**config.mk**
```make
export PLATFORM = sky130hd
export DESIGN_NAME = insn_decoder
export DESIGN_NICKNAME = d
export VERILOG_FILES = /design/src/inc/insn_decode_pkg.sv /design/src/hw/insn_decoder.sv /design/src/hw/insn_field_split.sv
export SDC_FILE = /design/constraint.sdc
export NUM_CORES = 1
export LEC_CHECK = 0
export ABC_AREA = 1
export BUFFER_PORTS_ARGS = -buffer_cell sky130_fd_sc_hd__buf_2
export CORE_MARGIN = 3
export CORE_UTILIZATION = 49
export DETAILED_ROUTE_END_ITERATION = 12
export GPL_TIMING_DRIVEN = 0
export PLACE_DENSITY = 0.85
export SYNTH_ARGS = -nofsm -noshare
export SYNTH_HDL_FRONTEND = slang
export SYNTH_SLANG_ARGS = --single-unit
export TNS_END_PERCENT = 100
```
**constraint.sdc**
```tcl
create_clock -name i_clk -period 2.1 [get_ports i_clk]
set_input_delay 0.105 -clock i_clk [delete_from_list [all_inputs] [get_ports i_clk]]
set_output_delay 0.105 -clock i_clk [all_outputs]
set_load 0.03 [all_outputs]
```
**src/inc/insn_decode_pkg.sv**
```systemverilog
// constants for the 14-bit instruction decoder and its cycle sequencer
// assumes one system clock at 50 MHz, used as the oscillator period
package insn_decode_pkg;
	localparam int WORD_W        = 14;
	localparam int FILE_W        = 7;
	localparam int BIT_W         = 3;
	localparam int LIT8_W        = 8;
	localparam int LIT11_W       = 11;
	localparam int OSC_PER_CYC   = 4;
	localparam int PHASE_W       = 2;
	localparam logic [1:0] PHASE_LAST = 2'h3;
	localparam logic [1:0] PHASE_RST  = 2'h0;
	localparam logic [1:0] GRP_BYTE   = 2'h0;
	localparam logic [1:0] GRP_BIT    = 2'h1;
	localparam logic [1:0] GRP_JUMP   = 2'h2;
	localparam logic [1:0] GRP_LIT    = 2'h3;
	localparam logic [13:0] ENC_NOP     = 14'h0000;
	localparam logic [13:0] ENC_STANDBY = 14'h0063;
	localparam logic [13:0] ENC_WDT_CLR = 14'h0064;
	localparam logic [13:0] ENC_RETURN  = 14'h0008;
	localparam logic [13:0] ENC_RETINT  = 14'h0009;
	localparam logic [3:0]  OP_DECFSZ   = 4'hB;
	localparam logic [3:0]  OP_INCFSZ   = 4'hF;
	localparam logic [1:0]  BOP_TSTC    = 2'h2;
	localparam logic [1:0]  BOP_TSTS    = 2'h3;
	localparam logic [1:0]  LOP_RETLW   = 2'h1;
	typedef enum logic [1:0] {
		CLS_BYTE,
		CLS_BIT,
		CLS_LITCTL
	} insn_class_e;
endpackage : insn_decode_pkg

```
**src/hw/insn_decoder.sv**
```systemverilog
// instruction decoder and four-period cycle sequencer
// assumes program memory presents i_fetch_word, held for a whole cycle,
// and the datapath returns i_cond_true during the first cycle's last phase
`timescale 1ns/1ps

module insn_decoder
	import insn_decode_pkg::*;
(
	input  wire logic               i_clk,
	input  wire logic               i_reset_n,
	input  wire logic [WORD_W-1:0]  i_fetch_word,
	input  wire logic               i_cond_true,
	output logic [1:0]              o_phase,
	output logic                    o_cycle_end,
	output logic                    o_fetch_req,
	output logic [1:0]              o_class,
	output logic                    o_dest_file,
	output logic                    o_dest_acc,
	output logic [FILE_W-1:0]       o_file_addr,
	output logic [BIT_W-1:0]        o_bit_sel,
	output logic [LIT8_W-1:0]       o_lit8,
	output logic [LIT11_W-1:0]      o_lit11,
	output logic [3:0]              o_byte_op,
	output logic [1:0]              o_bit_op,
	output logic                    o_is_nop,
	output logic                    o_is_flush,
	output logic                    o_standby,
	output logic                    o_wdt_clear,
	output logic                    o_flags_update,
	output logic                    o_timeout_flag,
	output logic                    o_powerdown_flag
);

	////////////////////////////////////////////////////////////////////////
	// field split
	logic [1:0]         grp;
	logic [3:0]         byte_op;
	logic [1:0]         bit_op;
	logic               dsel;
	logic [FILE_W-1:0]  faddr;
	logic [BIT_W-1:0]   bsel;
	logic [LIT8_W-1:0]  lit8;
	logic [LIT11_W-1:0] lit11;

	insn_field_split u_split (
		.i_word      (i_fetch_word),
		.o_group     (grp),
		.o_byte_op   (byte_op),
		.o_bit_op    (bit_op),
		.o_dest_sel  (dsel),
		.o_file_addr (faddr),
		.o_bit_sel   (bsel),
		.o_lit8      (lit8),
		.o_lit11     (lit11)
	);

	////////////////////////////////////////////////////////////////////////
	// phase counter
	logic [1:0] phase_q;
	logic [1:0] phase_d;
	wire        last_phase = (phase_q == PHASE_LAST);

	assign phase_d = last_phase ? PHASE_RST : 2'(phase_q + 2'h1);

	always_ff @(posedge i_clk or negedge i_reset_n) begin
		if (!i_reset_n)
			phase_q <= PHASE_RST;
		else
			phase_q <= phase_d;
	end

	////////////////////////////////////////////////////////////////////////
	// classification and two-cycle detection
	insn_class_e cls;
	wire is_ctl_zero = (grp == GRP_BYTE) && (byte_op == 4'h0)
		&& !dsel;

	assign cls = (grp == GRP_BYTE) ? CLS_BYTE :
		(grp == GRP_BIT) ? CLS_BIT : CLS_LITCTL;

	wire is_standby = (i_fetch_word == ENC_STANDBY);
	wire is_wdt_clr = (i_fetch_word == ENC_WDT_CLR);

	wire is_skip = ((grp == GRP_BYTE) &&
		((byte_op == OP_DECFSZ) || (byte_op == OP_INCFSZ))) ||
		((grp == GRP_BIT) &&
		((bit_op == BOP_TSTC) || (bit_op == BOP_TSTS)));
	wire is_pc_chg = (grp == GRP_JUMP) ||
		((grp == GRP_LIT) && (i_fetch_word[11:10] == LOP_RETLW)) ||
		(i_fetch_word == ENC_RETURN) || (i_fetch_word == ENC_RETINT);
	wire two_cycle = is_pc_chg || (is_skip && i_cond_true);

	// no-operation ignores bits 5 and 6
	wire is_nop_enc = is_ctl_zero && (i_fetch_word[4:0] == 5'h00);

	////////////////////////////////////////////////////////////////////////
	// flush and status flags
	logic flush_q;
	logic flush_d;
	logic to_q;
	logic to_d;
	logic pd_q;
	logic pd_d;
	wire  exec_end = last_phase && !flush_q;

	assign flush_d = last_phase ? (exec_end && two_cycle) : flush_q;
	assign to_d = (exec_end && (is_standby || is_wdt_clr)) ? 1'b1 : to_q;
	assign pd_d = (exec_end && is_standby) ? 1'b0 :
		(exec_end && is_wdt_clr) ? 1'b1 : pd_q;

	always_ff @(posedge i_clk or negedge i_reset_n) begin
		if (!i_reset_n) begin
			flush_q <= 1'b0;
			to_q    <= 1'b1;
			pd_q    <= 1'b1;
		end else begin
			flush_q <= flush_d;
			to_q    <= to_d;
			pd_q    <= pd_d;
		end
	end

	////////////////////////////////////////////////////////////////////////
	// registered decode outputs, captured at the end of each cycle's first phase
	wire load = (phase_q == PHASE_RST);
	wire kill = flush_q;

	always_ff @(posedge i_clk or negedge i_reset_n) begin
		if (!i_reset_n) begin
			o_class     <= 2'h0;
			o_dest_file <= 1'b0;
			o_dest_acc  <= 1'b0;
			o_file_addr <= '0;
			o_bit_sel   <= '0;
			o_lit8      <= '0;
			o_lit11     <= '0;
			o_byte_op   <= 4'h0;
			o_bit_op    <= 2'h0;
			o_is_nop    <= 1'b1;
			o_is_flush  <= 1'b0;
		end else if (load) begin
			o_class     <= kill ? 2'h0 : 2'(cls);
			o_dest_file <= !kill && (cls == CLS_BYTE) && dsel;
			o_dest_acc  <= !kill && (cls == CLS_BYTE) && !dsel;
			o_file_addr <= kill ? '0 : faddr;
			o_bit_sel   <= kill ? '0 : bsel;
			o_lit8      <= kill ? '0 : lit8;
			o_lit11     <= kill ? '0 : lit11;
			o_byte_op   <= kill ? 4'h0 : byte_op;
			o_bit_op    <= kill ? 2'h0 : bit_op;
			o_is_nop    <= kill || is_nop_enc;
			o_is_flush  <= kill;
		end
	end

	always_ff @(posedge i_clk or negedge i_reset_n) begin
		if (!i_reset_n) begin
			o_phase          <= PHASE_RST;
			o_cycle_end      <= 1'b0;
			o_fetch_req      <= 1'b0;
			o_standby        <= 1'b0;
			o_wdt_clear      <= 1'b0;
			o_flags_update   <= 1'b0;
			o_timeout_flag   <= 1'b1;
			o_powerdown_flag <= 1'b1;
		end else begin
			o_phase          <= phase_d;
			o_cycle_end      <= (phase_d == PHASE_LAST);
			o_fetch_req      <= (phase_d == PHASE_LAST);
			o_standby        <= exec_end && is_standby;
			o_wdt_clear      <= exec_end && is_wdt_clr;
			o_flags_update   <= exec_end && (is_standby || is_wdt_clr);
			o_timeout_flag   <= to_d;
			o_powerdown_flag <= pd_d;
		end
	end

endmodule : insn_decoder

```
**src/hw/insn_field_split.sv**
```systemverilog
// pure field extraction of one 14-bit instruction word
// assumes the caller registers the results
`timescale 1ns/1ps
module insn_field_split
	import insn_decode_pkg::*;
(
	input  wire logic [WORD_W-1:0]  i_word,
	output wire logic [1:0]         o_group,
	output wire logic [3:0]         o_byte_op,
	output wire logic [1:0]         o_bit_op,
	output wire logic               o_dest_sel,
	output wire logic [FILE_W-1:0]  o_file_addr,
	output wire logic [BIT_W-1:0]   o_bit_sel,
	output wire logic [LIT8_W-1:0]  o_lit8,
	output wire logic [LIT11_W-1:0] o_lit11
);
	assign o_group     = i_word[13:12];
	assign o_byte_op   = i_word[11:8];
	assign o_bit_op    = i_word[11:10];
	assign o_dest_sel  = i_word[7];
	assign o_file_addr = i_word[FILE_W-1:0];
	assign o_bit_sel   = i_word[9:7];
	assign o_lit8      = i_word[LIT8_W-1:0];
	assign o_lit11     = i_word[LIT11_W-1:0];
endmodule : insn_field_split

```
==> impl_results.md <==
* Final Worst Setup Slack at 0.720 ns
* Routed wire length at 2.90 mm
* Setup-failing EPs final at 0
* Bufs on Longest Clock Path at 2
* Global Route Usage Sum at 17.0%
* Die height at 58.8 um
* Worst relative slew slack at 63.3%
* Worst setup skew after layout at 0.00182 ns
* Antenna-violating nets left at 0
* Post-detailed-route DRC marker count at 0
* Effective utilization at floorplan at 53.1%
* Flop and latch count out of synthesis at 26
* Largest vdd supply drop at 0.439 mV
* Arrival time of the worst setup path at 1.61 ns
* Placer Congestion at 0.757
* Post-Synthesis Mean Instance Area at 9.21 sq um
* Num CTS Buffers at 3
* CP Launch Type: register
* Ranking of synthesized cells by instance count: buf_4, dfrtp_1, nand2_1, inv_1, nor2_1
* Result of the run: complete, no violations
* Max frequency at 725 MHz
* Remaining Overflow, GRT at 0
* Final routed wire length divided by cell count at 11.7 um
* Crit path buf inv count at 3
* Share of synthesized flip-flops with an asynchronous set or reset at 100%
* Port Buf Inserts at 65
* Clock latency at the later pin of the worst-skew pair at 0.31 ns
* Number of vias in the routed layout at 1157
* Largest fanout of any net on the critical path at 10
* Setup repair after global routing missed its margin: false
* Row count at 18
* Final slew viol count at 0
* Yosys warns at 0
* Hold Crit Class: primary input to register
* Cells after Synth at 148
* Cell at the slowest stage of the critical path: dfrtp_1
* Ratio of cells with drive above 1 in the final layout at 52.3%
* Growth of design area from synthesis to finish at 30.0%
* Post-route worst hold slack at 0.0243 ns
* Number of levels the H-tree was split into at 1
* CORE AREA at 2570 sq um
* Leading cell types by total area after synthesis: dfrtp_1, buf_4, nand2_1, inv_1, dfstp_2
* Register Area at 653 sq um
* Global-route wire length before repair at 4.55 mm
* Count leader, synth: buf_4
* Number of inserted diodes at 0
* Total of max-cap violations at 0
* Category of the critical setup timing path: register to register
* Post-placement worst setup slack at 0.747 ns
* Post-route non-filler standard cell count at 248
* Multi-input logic area at 439 sq um
* Vias in the first global route at 1046
* Routed via count divided by cell count at 4.67
* Proportion of synthesized chip area in sequential cells at 47.9%
* Worst path max stage delay at 0.41 ns
* Final net count at 239
* Count of placed standard cells including taps at 243
* Clock Tree Root: clkbuf_4
* Main synth FF type: dfrtp_1
* CP cell instances: inv_1 -> ha_1 -> inv_2 -> buf_2 -> nand2_1 -> o21ai_0
* Cells resized by post-CTS repair at 0
* Initial antenna violation count at 0
* Post-synth EDFFs at 0
* Post-synthesis cell type with the largest combined area: dfrtp_1
* Tmin final at 1.38 ns
* Clock tree from TritonCTS: built
* Final sum of negative setup slack at 0 ns
* CP top delay family: buffers and inverters
* Number of hold-slack violations in the final timing report at 0
* CP Data Required Time at 2.33 ns
* Total leakage power at 0.00103 uW
* Detailed placement HPWL at 2.26 mm
* Synthesized cell area at 1360 sq um
* Number of sinks driven by the clock tree at 26
* Die span in x at 58.8 um
* Maximum number of pins on one net before global-route repair at 27
* Number of search-and-repair iterations in the first detailed-routing pass at 4
* Top-Level Pins at 67
* Fillers at 211
* Number of DRC markers in iteration 0 at 17
* Final clock period utilization by the worst path at 65.7%
* Power density over the cells at 646 nW/um^2
* Clock transition at the registers of the reported paths at 0.14 ns
* Share of the synthesized area in the top cell type at 44.0%
* Overall die area at 3450 sq um
* CP endpoint kind: register
* Slew @ Worst Pin at 0.550 ns
* Number of nets in the synthesized netlist at 168
* Number of unique standard cell types used by synthesis at 23
==> sequential cells by signal, indices dropped and copies added (netlist names), 2 cells and up <==
signal       flops
o_bit_sel        2
o_byte_op        2
o_class          2
o_file_addr      6
o_phase          2
==> cell type report <==
type / count / share of cell area [%]
plain buffers: 27 / 11.5
multi-input cells: 77 / 24.8
inverters: 18 / 3.81
well taps: 30 / 2.12
clock buffers: 4 / 2.05
repair buffers: 66 / 18.9
flip-flops and latches: 26 / 36.8
==> tightest hold or removal path: stages <==
cell     delay [ns]
buf_2          0.10
nand2_1        0.05
nand2_1        0.05
==> worst paths after layout <==
check                            startpoint                to  slack [ns]  depth (start not counted)
max reg2reg                      o_phase[0]    o_file_addr[1]        0.72                          6
max                              o_phase[0]    o_file_addr[1]        0.72                          6
max in group asynchronous         i_reset_n          o_is_nop        1.43                          2
min                         i_fetch_word[0]    o_file_addr[0]        0.02                          3
min reg2reg                o_powerdown_flag  o_powerdown_flag        0.48                          2
min in group asynchronous         i_reset_n    o_file_addr[2]        0.30                          2
==> what timing repair did <==
| item | CTS | global route |
|---|---|---|
| endpoints found under the hold margin | 24 | 0 |
| setup buffers | 0 | 0 |
| hold buffers | 1 | 0 |
| endpoints found under the setup margin | 0 | 0 |
==> power breakdown <==
group	internal, uW	switching, uW	total (uW)
clock	106	140	245
combinational	125	217	342
sequential	532	26.2	558
total	762	383	1150
==> stage by stage <==
step | util (%) | power, uW | instance area (sq um)
finish | 69.1 | 1150 | 1770
global route | 69.1 | 1210 | 1770
detailed placement | 67.3 | 911 | 1730
CTS | 69.1 | 1160 | 1770
global placement | 67.3 | 904 | 1730
floorplan | - | 803 | 1360
==> cells in the final DEF, fill, tap and decap left out, drive strengths merged <==
cell and instances:
buf 92, nand2 25, dfrtp 24, nor2 24
inv 18, o21ai 7, nand3 6, a22o 5
clkbuf 4, a32o 3, ha 3, dfstp 2
a21oi 2, nand4 1, conb 1, dlygate4sd3 1
==> routing by layer <==
layer | wire length (um) | GRT usage (%)
met5 | 0 | 0
met4 | 29 | 5.83
met3 | 174 | 2.85
met1 | 1220 | 21.5
met2 | 1470 | 29.2
==> cell families after synthesis <==
| logic type | share of synthesized area (%) |
|---|---|
| compound gates | 8.99 |
| fa+ha+maj | 2.75 |
| buf+inv | 19.9 |
| flops | 47.9 |
| other cells | 0.275 |
| simple gates | 20.2 |
Note: power is estimated with default switching activity, not from simulation.
